`src/hdl/psq_defines.vh`:
```
// constants of the program sequencer and memory addressing core
`ifndef PSQ_DEFINES_VH
`define PSQ_DEFINES_VH

// ----------------------------------------------------------------
// program memory layout
// ----------------------------------------------------------------
`define PSQ_PC_W          14
`define PSQ_ROM_W         10
`define PSQ_OFS_MSB       6
`define PSQ_PAGE_LSB      7
`define PSQ_PC_RESET      14'h0000
`define PSQ_VEC_BASE      14'h0080
`define PSQ_PAGE_TWO      7'h02
`define PSQ_TBL_MSB       7

// ----------------------------------------------------------------
// data memory, pointer and display area
// ----------------------------------------------------------------
`define PSQ_RAM_DEPTH     512
`define PSQ_RAM_AW        9
`define PSQ_RAM_W         4
`define PSQ_SEG_NUM       20
`define PSQ_SEG_GROUP     1'h1
`define PSQ_SEG_FILE0     4'hc
`define PSQ_SEG_DIG0      4'h8
`define PSQ_PORTD_W       8

// ----------------------------------------------------------------
// stack and interrupt sources
// ----------------------------------------------------------------
`define PSQ_SK_DEPTH      8
`define PSQ_SP_RESET      3'h7
`define PSQ_IRQ_NUM       8

// ----------------------------------------------------------------
// operation codes
// ----------------------------------------------------------------
`define PSQ_OP_SEQ        5'h00
`define PSQ_OP_BRANCH     5'h01
`define PSQ_OP_CALL       5'h02
`define PSQ_OP_RET        5'h03
`define PSQ_OP_RTI        5'h04
`define PSQ_OP_TABLE      5'h05
`define PSQ_OP_P2CALL     5'h06
`define PSQ_OP_BANKHI     5'h07
`define PSQ_OP_BANKLO     5'h08
`define PSQ_OP_EI         5'h09
`define PSQ_OP_DI         5'h0a
`define PSQ_OP_RBSET      5'h0b
`define PSQ_OP_RBCLR      5'h0c
`define PSQ_OP_RBTEST     5'h0d
`define PSQ_OP_PBSET      5'h0e
`define PSQ_OP_PBCLR      5'h0f
`define PSQ_OP_PBTEST     5'h10
`define PSQ_OP_LDPTR      5'h11
`define PSQ_OP_RAMWR      5'h12
`define PSQ_OP_IRQTEST    5'h13

// ----------------------------------------------------------------
// bus register offsets and reset values
// ----------------------------------------------------------------
`define PSQ_REG_CTRL      6'h00
`define PSQ_REG_MASKONE   6'h04
`define PSQ_REG_MASKTWO   6'h08
`define PSQ_REG_STATUS    6'h0c
`define PSQ_REG_FLAGS     6'h10
`define PSQ_REG_CONTEXT   6'h14
`define PSQ_REG_TABLE     6'h18
`define PSQ_MASK_RESET    4'h0
`define PSQ_HTRANS_NSEQ   2'h2

`endif

```
`src/hdl/psq_program_sequencer.v`:
```
// program counter, data pointer, memories and interrupt gate of the 4-bit core
//
// The implementer's own choices: the AHB-Lite interface to the registers and the placing of the registers.
`timescale 1ns/1ps
`include "psq_defines.vh"

// What this block does
// - after each executed op that loads no target the counter advances by the op length in words
// - branch, call, return and table read load the counter with a target
// - counter splits into page field bits 13..7 and offset bits 6..0
// - advancing past offset 127 wraps to 0 and steps to the next page
// - ram pointer is built from group, file and digit registers
// - the digit register also selects the port-D bit for set, clear, test
// - the group register has no reset value; software loads the pointer
// - program words are 10 bits, grouped in pages of 128 words
// - table reads use pages 64..127 after upper bank, 0..63 after lower
// - accepting an interrupt loads the source vector from 0x80..0x8e
// - the page-two call reaches routines starting at 0x100..0x17f
// - a table read returns bits 7..0 of the addressed program word
// - ram words are 4 bits and bit set, clear, test work everywhere
// - data memory holds 512 words of 4 bits, addressed by the pointer
// - a 1 in the display area of ram turns its segment on
// - interrupt needs request flag, source enable and global enable all 1
// - each interrupt source branches to its own vector
// - enable op sets the global enable flag, disable op clears it
// - accepting any interrupt clears the global enable flag
// - source enable chooses interrupt or polling by its skip test
// - acceptance clears only the serviced source request flag
// - pending sources are served in fixed priority, source 0 first
// - acceptance pushes the return address onto the return stack
// - acceptance saves pointer, carry, skip and both accumulators
module psq_program_sequencer (
  input  wire                        clk_sys,
  input  wire                        rstn,
  input  wire                        hsel,
  input  wire [31:0]                 haddr,
  input  wire [1:0]                  htrans,
  input  wire                        hwrite,
  input  wire [2:0]                  hsize,
  input  wire [31:0]                 hwdata,
  input  wire                        hready,
  output wire                        hreadyout,
  output wire                        hresp,
  output reg  [31:0]                 hrdata,
  input  wire                        opValid,
  output wire                        opReady,
  input  wire [4:0]                  opCode,
  input  wire [1:0]                  opLen,
  input  wire [13:0]                 opTarget,
  input  wire [3:0]                  opData,
  input  wire [`PSQ_IRQ_NUM-1:0]     irqReq,
  input  wire                        ctxCarryIn,
  input  wire                        ctxSkipIn,
  input  wire [3:0]                  ctxAIn,
  input  wire [3:0]                  ctxBIn,
  output reg                         ctxRestore,
  output reg                         ctxCarryOut,
  output reg                         ctxSkipOut,
  output reg  [3:0]                  ctxAOut,
  output reg  [3:0]                  ctxBOut,
  output wire [`PSQ_PC_W-1:0]        romAddr,
  input  wire [`PSQ_ROM_W-1:0]       romData,
  output reg  [7:0]                  tableData,
  output reg                         tableDone,
  output reg  [3:0]                  ramRdData,
  output reg                         skipHit,
  output reg  [`PSQ_PORTD_W-1:0]     portD,
  output reg  [`PSQ_SEG_NUM*4-1:0]   segOn
);

  localparam ST_RUN   = 1'b0;
  localparam ST_TABLE = 1'b1;

  // ----------------------------------------------------------------
  // helpers
  // ----------------------------------------------------------------
  function [`PSQ_PC_W-1:0] pcAdvance;
    input [`PSQ_PC_W-1:0] pc;
    input [1:0]           len;
    begin
      pcAdvance = pc + {12'h000, len};
    end
  endfunction

  function [2:0] firstPending;
    input [`PSQ_IRQ_NUM-1:0] pend;
    integer k;
    begin
      firstPending = 3'h0;
      for (k = `PSQ_IRQ_NUM - 1; k >= 0; k = k - 1) begin
        if (pend[k])
          firstPending = k[2:0];
      end
    end
  endfunction

  // ----------------------------------------------------------------
  // state
  // ----------------------------------------------------------------
  reg [`PSQ_PC_W-1:0]       pc_q;
  reg [`PSQ_PC_W-1:0]       tblRet_q;
  reg                       state_q;
  reg [2:0]                 sp_q;
  reg [`PSQ_PC_W-1:0]       stack_q [0:`PSQ_SK_DEPTH-1];
  reg                       grp_q;
  reg [3:0]                 file_q;
  reg [3:0]                 dig_q;
  reg [`PSQ_RAM_W-1:0]      ram_q [0:`PSQ_RAM_DEPTH-1];
  reg                       bankHi_q;
  reg                       global_irq_enable_flag_q;
  reg                       eiWait_q;
  reg [3:0]                 maskOne_q;
  reg [3:0]                 maskTwo_q;
  reg [`PSQ_IRQ_NUM-1:0]    reqFlag_q;
  reg [`PSQ_IRQ_NUM-1:0]    reqFlag_d;
  reg [`PSQ_RAM_AW-1:0]     savePtr_q;
  reg                       saveCarry_q;
  reg                       saveSkip_q;
  reg [3:0]                 saveA_q;
  reg [3:0]                 saveB_q;
  reg [5:0]                 busAddr_q;
  reg                       busWr_q;

  wire [`PSQ_RAM_AW-1:0]    ramPtr   = {grp_q, file_q, dig_q};
  wire [`PSQ_RAM_W-1:0]     ramWord  = ram_q[ramPtr];
  wire [`PSQ_IRQ_NUM-1:0]   irqMask  = {maskTwo_q, maskOne_q};
  wire [`PSQ_IRQ_NUM-1:0]   pending  = reqFlag_q & irqMask;
  wire                      irqTake  = (state_q == ST_RUN) & global_irq_enable_flag_q & ~eiWait_q & (|pending);
  wire [2:0]                irqSrc   = firstPending(pending);
  wire                      opFire   = opValid & opReady;
  wire [`PSQ_PC_W-1:0]      pcNext   = pcAdvance(pc_q, opLen);
  wire [2:0]                spUp     = sp_q + 3'h1;
  wire [`PSQ_PC_W-1:0]      tblAddr  = {bankHi_q, opTarget[5:0], opTarget[9:7], opData};
  wire [`PSQ_PC_W-1:0]      irqVec   = `PSQ_VEC_BASE | {10'h000, irqSrc, 1'b0};
  wire                      busReq   = hsel & htrans[1] & hready;

  assign opReady   = (state_q == ST_RUN) & ~irqTake;
  assign romAddr   = pc_q;
  assign hreadyout = 1'b1;
  assign hresp     = 1'b0;

  // ----------------------------------------------------------------
  // program counter, stack and context store
  // ----------------------------------------------------------------
  always @(posedge clk_sys or negedge rstn) begin
    if (!rstn) begin
      pc_q        <= `PSQ_PC_RESET;
      tblRet_q    <= `PSQ_PC_RESET;
      state_q     <= ST_RUN;
      sp_q        <= `PSQ_SP_RESET;
      tableData   <= 8'h00;
      tableDone   <= 1'b0;
      ctxRestore  <= 1'b0;
      ctxCarryOut <= 1'b0;
      ctxSkipOut  <= 1'b0;
      ctxAOut     <= 4'h0;
      ctxBOut     <= 4'h0;
      savePtr_q   <= {`PSQ_RAM_AW{1'b0}};
      saveCarry_q <= 1'b0;
      saveSkip_q  <= 1'b0;
      saveA_q     <= 4'h0;
      saveB_q     <= 4'h0;
    end else begin
      tableDone  <= 1'b0;
      ctxRestore <= 1'b0;
      case (state_q)
        ST_RUN: begin
          if (irqTake) begin
            pc_q        <= irqVec;
            sp_q        <= spUp;
            savePtr_q   <= ramPtr;
            saveCarry_q <= ctxCarryIn;
            saveSkip_q  <= ctxSkipIn;
            saveA_q     <= ctxAIn;
            saveB_q     <= ctxBIn;
          end else if (opFire) begin
            case (opCode)
              `PSQ_OP_BRANCH: pc_q <= opTarget;
              `PSQ_OP_CALL: begin
                pc_q <= opTarget;
                sp_q <= spUp;
              end
              `PSQ_OP_P2CALL: begin
                // only the start is fixed to page two; the routine may run on past it
                pc_q <= {`PSQ_PAGE_TWO, opTarget[`PSQ_OFS_MSB:0]};
                sp_q <= spUp;
              end
              `PSQ_OP_RET: begin
                pc_q <= stack_q[sp_q];
                sp_q <= sp_q - 3'h1;
              end
              `PSQ_OP_RTI: begin
                pc_q        <= stack_q[sp_q];
                sp_q        <= sp_q - 3'h1;
                ctxRestore  <= 1'b1;
                ctxCarryOut <= saveCarry_q;
                ctxSkipOut  <= saveSkip_q;
                ctxAOut     <= saveA_q;
                ctxBOut     <= saveB_q;
              end
              `PSQ_OP_TABLE: begin
                // the counter itself fetches the table word, so the fetch path needs no second port
                tblRet_q <= pcNext;
                pc_q     <= tblAddr;
                state_q  <= ST_TABLE;
              end
              default: pc_q <= pcNext;
            endcase
          end
        end
        ST_TABLE: begin
          tableData <= romData[`PSQ_TBL_MSB:0];
          tableDone <= 1'b1;
          pc_q      <= tblRet_q;
          state_q   <= ST_RUN;
        end
        default: state_q <= ST_RUN;
      endcase
    end
  end

  // stack words hold no control state, so they carry no reset
  always @(posedge clk_sys) begin
    if (irqTake)
      stack_q[spUp] <= pc_q;
    else if (opFire && (opCode == `PSQ_OP_CALL || opCode == `PSQ_OP_P2CALL))
      stack_q[spUp] <= pcNext;
  end

  // ----------------------------------------------------------------
  // data pointer and data memory
  // ----------------------------------------------------------------
  // the group register is left without reset on purpose; software must load it
  always @(posedge clk_sys) begin
    if (opFire && opCode == `PSQ_OP_LDPTR)
      grp_q <= opTarget[8];
    else if (opFire && opCode == `PSQ_OP_RTI)
      grp_q <= savePtr_q[8];
  end

  always @(posedge clk_sys or negedge rstn) begin
    if (!rstn) begin
      file_q <= 4'h0;
      dig_q  <= 4'h0;
    end else if (opFire && opCode == `PSQ_OP_LDPTR) begin
      file_q <= opTarget[7:4];
      dig_q  <= opTarget[3:0];
    end else if (opFire && opCode == `PSQ_OP_RTI) begin
      file_q <= savePtr_q[7:4];
      dig_q  <= savePtr_q[3:0];
    end
  end

  always @(posedge clk_sys) begin
    if (opFire) begin
      case (opCode)
        `PSQ_OP_RAMWR: ram_q[ramPtr] <= opData;
        `PSQ_OP_RBSET: ram_q[ramPtr] <= ramWord | (4'h1 << opData[1:0]);
        `PSQ_OP_RBCLR: ram_q[ramPtr] <= ramWord & ~(4'h1 << opData[1:0]);
        default: ram_q[ramPtr] <= ramWord;
      endcase
    end
  end

  // ----------------------------------------------------------------
  // display segments, port D, skip results
  // ----------------------------------------------------------------
  integer s;
  always @(posedge clk_sys or negedge rstn) begin
    if (!rstn) begin
      segOn <= {(`PSQ_SEG_NUM*4){1'b0}};
    end else begin
      for (s = 0; s < `PSQ_SEG_NUM; s = s + 1)
        segOn[s*4 +: 4] <= ram_q[{`PSQ_SEG_GROUP, `PSQ_SEG_FILE0 + s[6:3], `PSQ_SEG_DIG0 + {1'b0, s[2:0]}}];
    end
  end

  always @(posedge clk_sys or negedge rstn) begin
    if (!rstn) begin
      portD     <= {`PSQ_PORTD_W{1'b0}};
      skipHit   <= 1'b0;
      ramRdData <= 4'h0;
    end else begin
      skipHit   <= 1'b0;
      ramRdData <= ramWord;
      if (opFire) begin
        case (opCode)
          `PSQ_OP_PBSET: portD[dig_q[2:0]] <= 1'b1;
          `PSQ_OP_PBCLR: portD[dig_q[2:0]] <= 1'b0;
          `PSQ_OP_PBTEST: skipHit <= ~portD[dig_q[2:0]];
          `PSQ_OP_RBTEST: skipHit <= ~ramWord[opData[1:0]];
          `PSQ_OP_IRQTEST: skipHit <= reqFlag_q[opData[2:0]] & ~irqMask[opData[2:0]];
          default: skipHit <= 1'b0;
        endcase
      end
    end
  end

  // ----------------------------------------------------------------
  // interrupt gate
  // ----------------------------------------------------------------
  always @* begin
    reqFlag_d = reqFlag_q;
    if (irqTake)
      reqFlag_d[irqSrc] = 1'b0;
    if (opFire && opCode == `PSQ_OP_IRQTEST && !irqMask[opData[2:0]])
      reqFlag_d[opData[2:0]] = 1'b0;
    if (busWr_q && busAddr_q == `PSQ_REG_FLAGS)
      reqFlag_d = reqFlag_d & ~hwdata[`PSQ_IRQ_NUM-1:0];
    // a request arriving with its clear is kept
    reqFlag_d = reqFlag_d | irqReq;
  end

  always @(posedge clk_sys or negedge rstn) begin
    if (!rstn) begin
      reqFlag_q <= {`PSQ_IRQ_NUM{1'b0}};
      global_irq_enable_flag_q    <= 1'b0;
      eiWait_q  <= 1'b0;
    end else begin
      reqFlag_q <= reqFlag_d;
      if (irqTake) begin
        global_irq_enable_flag_q <= 1'b0;
      end else if (opFire) begin
        // enable takes effect only after the following op completes
        eiWait_q <= (opCode == `PSQ_OP_EI);
        if (opCode == `PSQ_OP_EI)
          global_irq_enable_flag_q <= 1'b1;
        else if (opCode == `PSQ_OP_DI)
          global_irq_enable_flag_q <= 1'b0;
      end
    end
  end

  // ----------------------------------------------------------------
  // AHB-Lite register slave, zero wait states
  // ----------------------------------------------------------------
  always @(posedge clk_sys or negedge rstn) begin
    if (!rstn) begin
      busAddr_q <= 6'h00;
      busWr_q   <= 1'b0;
      hrdata    <= 32'h00000000;
      bankHi_q  <= 1'b0;
      maskOne_q <= `PSQ_MASK_RESET;
      maskTwo_q <= `PSQ_MASK_RESET;
    end else begin
      busWr_q   <= busReq & hwrite;
      busAddr_q <= haddr[5:0];
      if (busWr_q) begin
        case (busAddr_q)
          `PSQ_REG_CTRL: bankHi_q <= hwdata[0];
          `PSQ_REG_MASKONE: maskOne_q <= hwdata[3:0];
          `PSQ_REG_MASKTWO: maskTwo_q <= hwdata[3:0];
          default: bankHi_q <= bankHi_q;
        endcase
      end
      if (opFire && opCode == `PSQ_OP_BANKHI)
        bankHi_q <= 1'b1;
      else if (opFire && opCode == `PSQ_OP_BANKLO)
        bankHi_q <= 1'b0;
      if (busReq && !hwrite && haddr[31:6] == 26'h0000000) begin
        case (haddr[5:0])
          `PSQ_REG_CTRL: hrdata <= {31'h00000000, bankHi_q};
          `PSQ_REG_MASKONE: hrdata <= {28'h0000000, maskOne_q};
          `PSQ_REG_MASKTWO: hrdata <= {28'h0000000, maskTwo_q};
          `PSQ_REG_STATUS: hrdata <= {11'h000, state_q, eiWait_q, global_irq_enable_flag_q, sp_q, 1'b0, pc_q};
          `PSQ_REG_FLAGS: hrdata <= {24'h000000, reqFlag_q};
          `PSQ_REG_CONTEXT: hrdata <= {13'h0000, saveCarry_q, saveSkip_q, saveB_q, saveA_q, savePtr_q};
          `PSQ_REG_TABLE: hrdata <= {24'h000000, tableData};
          default: hrdata <= 32'h00000000;
        endcase
      end else if (busReq) begin
        hrdata <= 32'h00000000;
      end
    end
  end

endmodule // psq_program_sequencer
```
`config.mk`:
```
export PLATFORM = sky130hd
export DESIGN_NAME = psq_program_sequencer
export DESIGN_NICKNAME = d
export VERILOG_FILES = /design/src/hdl/psq_program_sequencer.v
export VERILOG_INCLUDE_DIRS = /design/src /design/src/hdl
export SDC_FILE = /design/constraint.sdc
export NUM_CORES = 2
export LEC_CHECK = 0
export BUFFER_PORTS_ARGS = -buffer_cell sky130_fd_sc_hd__buf_2
export CORE_MARGIN = 4
export CORE_UTILIZATION = 50
export CTS_BUF_LIST = sky130_fd_sc_hd__clkbuf_4
export DETAILED_ROUTE_END_ITERATION = 8
export PLACE_DENSITY = 0.66
export SLEW_MARGIN = 20
export SYNTH_ARGS = -nofsm -noshare
export SYNTH_HDL_FRONTEND = slang
export SYNTH_SLANG_ARGS = --single-unit
```
`constraint.sdc`:
```
create_clock -name clk_sys -period 60.9 [get_ports clk_sys]
set_input_delay 12.18 -clock clk_sys [delete_from_list [all_inputs] [get_ports clk_sys]]
set_output_delay 12.18 -clock clk_sys [all_outputs]
set_load 0.05 [all_outputs]
```
Word level (Yosys, flattened, before mapping)
Memory sizes are Yosys's and may differ from the RTL's. A register that Yosys moved wholly into a read port is not among the register bits.
Index checks and enable logic that the tools add are counted.
Word-level totals
  bits in registers: 151
  memory bits (writable): 2160
  input port bits: 128
  output and inout port bits: 162
  logic and storage cells: 250
  memories: 2
Memory list
  ram_q: words 512, bits a word 4, read ports 21, clocked after Yosys merged registers in 20, wr ports 1, line psq_program_sequencer.v:108  | reg [`PSQ_RAM_W-1:0] ram_q [0:`PSQ_RAM_DEPTH-1];
  stack_q: words 8, bits a word 14, read ports 1, clocked after Yosys merged registers in 0, wr ports 1, line psq_program_sequencer.v:104  | reg [`PSQ_PC_W-1:0] stack_q [0:`PSQ_SK_DEPTH-1];
Operators by class
  add/subtract/negate cells: 3
  magnitude comparators: 7
  equality and inequality tests: 29
  shifts and indexed selects: 1
  muxes and demuxes: 82
  bitwise logic cells: 33
  reductions and logical operators: 62
Operators with widths (count)
  $pmux 21 s7: 1
  $mux 32: 2
  $pmux 14 s4: 1
  $mux 1: 43
  $mux 14: 3
  $and 8x8->8: 5
  $eq 5x4->1 const B: 8
  $not 8->8: 4
  $mux 3: 10
  $mux 4: 7
  $pmux 14 s2: 1
  $logic_not 26->1: 1
  $eq 6x5->1 const B: 4
  $mux 8: 3
  $logic_not 1->1: 22
  $eq 5x3->1 const B: 4
  $eq 5x5->1 const B: 4
  $eq 6x4->1 const B: 3
  $or 8x8->8: 2
  $pmux 8 s2: 1
  $add 14x2->14: 1
  $reduce_and 2->1: 7
  $logic_and 1x1->1: 13
  $eq 6x3->1 const B: 2
  other kinds (30): 65

Logic depth before layout (Yosys ltp)
  depth after elaboration: 21
  gate-level depth with buffers: 15
  depth with buffers taken out: 11

Worst setup path before layout
OpenSTA, ideal clock, no wires.
  kind: input to register
  start point: input opCode[0]
  end point: memory ram_q[0][0] (netlist name) (data pin)
  arrival: 33.095 ns
  data required time: 56.731 ns
  slack: 23.635 ns
  cell stages on the path: 7
  cell sequence: clkbuf_1 > nand2_1 > nor2_1 > a21oi_1 > nor3_1 > a22oi_1 > o21ai_0
Between the ends
  longest elaborated chain between the ends: 7
  elaborated cells between the ends (all ways): 16
  classes of those cells: 3 x eq/ne; 12 x mux; 1 x reduce/logical
Ends and longest elaborated chain
  start, declared: line psq_program_sequencer.v:47  | input wire [4:0] opCode,
  $eq 5x4->1: line psq_program_sequencer.v:256  | case (opCode)
  $mux 1: line psq_program_sequencer.v:256
  $mux 1: line psq_program_sequencer.v:255  | if (opFire) begin
  $mux 1 (implied by the code): line psq_program_sequencer.v:258  | `PSQ_OP_RBSET: ram_q[ramPtr] <= ramWord | (4'h1 << opData[1:0]);
  $mux 4 (no line) (2 in a row)
  $mux 4 (no line) *
  end, declared: line psq_program_sequencer.v:108
Every way passes the cells marked *; elsewhere a longest branch is shown, timed or not.

Final worst setup path
  start point: input opValid
  end point: memory ram_q[270][0] (netlist name) (data pin)
Between the ends
  longest elaborated chain between the ends: 6
  elaborated cells between the ends (all ways): 10
  classes of those cells: 9 x mux; 1 x bitwise
Ends and longest elaborated chain
  start, declared: line psq_program_sequencer.v:45  | input wire opValid,
  $and 1x1->1 *: line psq_program_sequencer.v:130  | wire opFire = opValid & opReady;
  $mux 1: line psq_program_sequencer.v:255
  $mux 1 (implied by the code): line psq_program_sequencer.v:258
  $mux 4 (no line) (2 in a row)
  $mux 4 (no line) *
Marked as above.

==> summary.txt <==
Outcome
  – Status: finished clean

Clock tree
  – # H-tree levels: 6
  – Worst-case clock buffer depth: 4
  – Clk root buf: clkbuf_4
  – Clock Latency Late Sink: 1.41 ns
  – Post-CTS Setup Bufs: 0
  – Num Clock Sinks: 2380
  – CTS tree: built
  – CTS clk-pin slew, worst paths: 0.07 ns
  – # hold bufs at CTS: 0
  – Cts bufs inserted: 606
  – Post-CTS resize count: 0

Placed design
  – Gp weighted congestion: 0.886
  – Input/output buffers: between 200 and 250
  – Placed inst area: 98800 µm²
  – Detailed Place HPWL: around 160000 µm

Critical path
  – CP startpoint kind: input pin
  – Worst path top cell family by delay: buffers and inverters
  – Worst path slowest cell: buf_4
  – Worst path cell trace: buf_2 -> nand2_1 -> buf_4 -> nor3_1 -> a22oi_1 -> o21ai_4 -> buf_12 -> buf_12 -> buf_4
  – Stages on worst setup path: 9
  – Setup CP Type: in2reg
  – Worst EP required: 61.86 ns
  – Buf/Inv on CP: 5
  – Critical Path Sink Type: flip-flop
  – Worst r2r path cells: 14
  – R2R Path End: ram_q[270][0]
  – Reg-to-Reg Start: dig_q[0]
  – Worst-path maximum fanout: 234
  – Critical path arrival: approximately 16 ns
  – Slowest stage delay, CP: a little over 0.9 ns
  – Critical path startpoint: opValid
  – Flop-to-flop setup slack: around 54 ns

Route
  – Vias after detailed routing: approximately 55k
  – Vias per inst: a little over 6
  – Final wirelength: 260000 µm
  – Routed WL per cell: between 20 and 30 µm
  – DRT antenna net count: 0
  – First drt pass iteration count: 7
  – Post-route DRC: 0
  – DR iter-0 viols: 6484

Timing
  – Worst slew pin tran: 1.24 ns
  – Final hold vios: 0
  – Final Setup Violations: 0
  – Fmax achieved: about 65 MHz
  – Fin crit share: about a quarter
  – Pins over their slew limit: 0
  – Skew final: 0.117 ns
  – Setup TNS: 0 ns
  – RSZ-0062 raised after global routing: false
  – Relative slew slack: 17.2%
  – Final Critical Period: between 15 and 20 ns

Cells and area
  – Cell area after layout: about 110000 µm²
  – Final Util: 56.4%
  – Final Net Count: 6115
  – Layout filler cell count: approximately 14k
  – Layout area overhead: 11.8%
  – Share of layout cells above drive strength 1: 28.1%

Synth
  – Synthesized flop and latch total: 2380
  – Post-synth EDFFs: 2161
  – Synth Cell Area: 95100 µm²
  – Mapped Cells: 5364
  – Netlist cell types: 90
  – Sequential fraction of the synthesis area: 74.0%
  – Top FF cell, synth: edfxtp_1
  – Post-synthesis async set-or-reset flop share: 9.20%
  – Avg Inst Size Synth: between 15 and 20 µm²
  – Synth warn: 0

Power and ir drop
  – Pwr Total: 5.02 mW
  – PD cells: approximately 47 nW/µm²
  – Worst IR Drop VDD: 52.7 µV
  – Pleak: between 30 and 40 nW

Min path
  – Hold path endpoint: segOn[42]
  – Hold depth: 0
  – Hold Path Class: reg2reg
  – Worst Hold Launch: ram_q[474][2]

Die
  – Die Footprint: 197000 µm²
  – Die Wd: about 440 µm
  – Die Height: 444 µm
  – CORE AREA: ~190000 µm²
  – I/O pins: 290
  – # rows: 159
  – Initial Util: 50.5%

Global routing
  – First-pass GRT wire length: 377000 µm
  – Vias in the first global route: 55.4k
  – Largest net degree at the start of global routing: approximately 260
  – Initial antenna violation count: 11
  – Global Route Usage Sum: 26.1%
  – Grt total ovfl: 0

Job
  – Max-cap violations: 0
==> layout make-up <==
type | count | area, µm² | area share (%)
antenna | 14 | 35.0 | 0.0329
timing repair buffer | 367 | 2380 | 2.24
sequential | 2380 | 70400 | 66.2
inverter | 24 | 90.1 | 0.0847
tap | 2495 | 3120 | 2.94
clock inverter | 140 | 723 | 0.680
multi-input combinational | 2603 | 22900 | 21.6
clock buffer | 885 | 6640 | 6.25
==> cell usage in the layout, fill, tap and decap left out, drive strengths merged, types with 28 or more instances in the layout <==
cell	synthesis	routed
clkbuf	144	885
nand4	39	39
nand2	280	280
buf	224	367
clkinv	2	122
inv	22	35
nor2	651	651
mux2	47	47
dfrtp	216	216
a22oi	197	197
nand3	84	84
a22o	42	42
o22ai	35	35
nor3	33	33
mux2i	324	324
a21oi	79	79
mux4	407	407
o21ai	40	40
edfxtp	2161	2161
o211ai	28	28
==> stage by stage <==
step                      instances  hold WS [ns]  setup WS (ns)
final                          8908         0.366          45.52
after global routing           8901         0.382          45.30
after CTS                      8891         0.367          45.44
after detailed placement       7866         0.359          43.96
after global placement         7866         0.355          44.12
after floorplan                5375         0.349          23.64
==> kinds of logic (layout without fill, tap and decap cells) <==
group	count (synthesis)	in the layout	synth area share, %
mux	778	778	13.6
fa+ha+maj	5	5	0.0737
compound gates	577	577	4.42
buf+inv	392	1416	2.15
other cells	2	27	0.00790
flops	2380	2380	74.0
simple gates	1202	1202	5.44
xor+xnor	28	28	0.258
==> worst max path at each step <==
stage	endpoint	slack [ns]
2_1_floorplan	ram_q[0][0]	23.64
3_3_place_gp	ram_q[104][1]	44.12
3_5_place_dp	ram_q[92][1]	43.96
4_1_cts	ram_q[421][1]	45.44
5_1_grt	ram_q[301][0]	45.30
6_report	ram_q[270][0]	45.52
==> registers in the layout, indices dropped and copies added, names as in the netlist, 6 cells and up, named ones only <==
name / count
hrdata: 21
reqFlag_q: 8
tableData: 8
busAddr_q: 6
romAddr: 14
ram_q: 2048
segOn: 80
stack_q: 112
tblRet_q: 14
savePtr_q: 9
==> layer usage <==
layer	GRT usage [%]	vias to the layer above	wire length [µm]
met5	0	-	27
met4	10.7	4	9920
met3	6.98	532	27900
met2	40.9	3294	123000
met1	35.1	28200	98900
li1	-	23000	-
==> report_power, final <==
group	total (mW)	switching [mW]	internal, mW
Combinational	1.48	1.06	0.429
Clock	1.32	0.628	0.692
Sequential	2.21	0.0617	2.15
Total	5.02	1.74	3.27
==> cell usage after synthesis (19+ instances only) <==
cell / count / share of area (%)
a211oi_1: 24 / 0.19
a21oi_1: 79 / 0.42
a22o_1: 42 / 0.39
a22oi_1: 197 / 1.6
buf_1: 57 / 0.23
buf_2: 80 / 0.42
buf_4: 62 / 0.49
buf_6: 19 / 0.23
clkbuf_1: 143 / 0.56
dfrtp_1: 216 / 5.7
edfxtp_1: 2161 / 68
inv_1: 21 / 0.083
mux2_2: 47 / 0.56
mux2i_1: 324 / 3.4
mux4_2: 400 / 9.5
nand2_1: 280 / 1.1
nand3_1: 84 / 0.44
nand4_1: 38 / 0.25
nor2_1: 650 / 2.6
nor3_1: 33 / 0.17
o211ai_1: 27 / 0.21
o21ai_0: 37 / 0.19
o22ai_1: 35 / 0.23
Power figures use the tool's default switching activity.
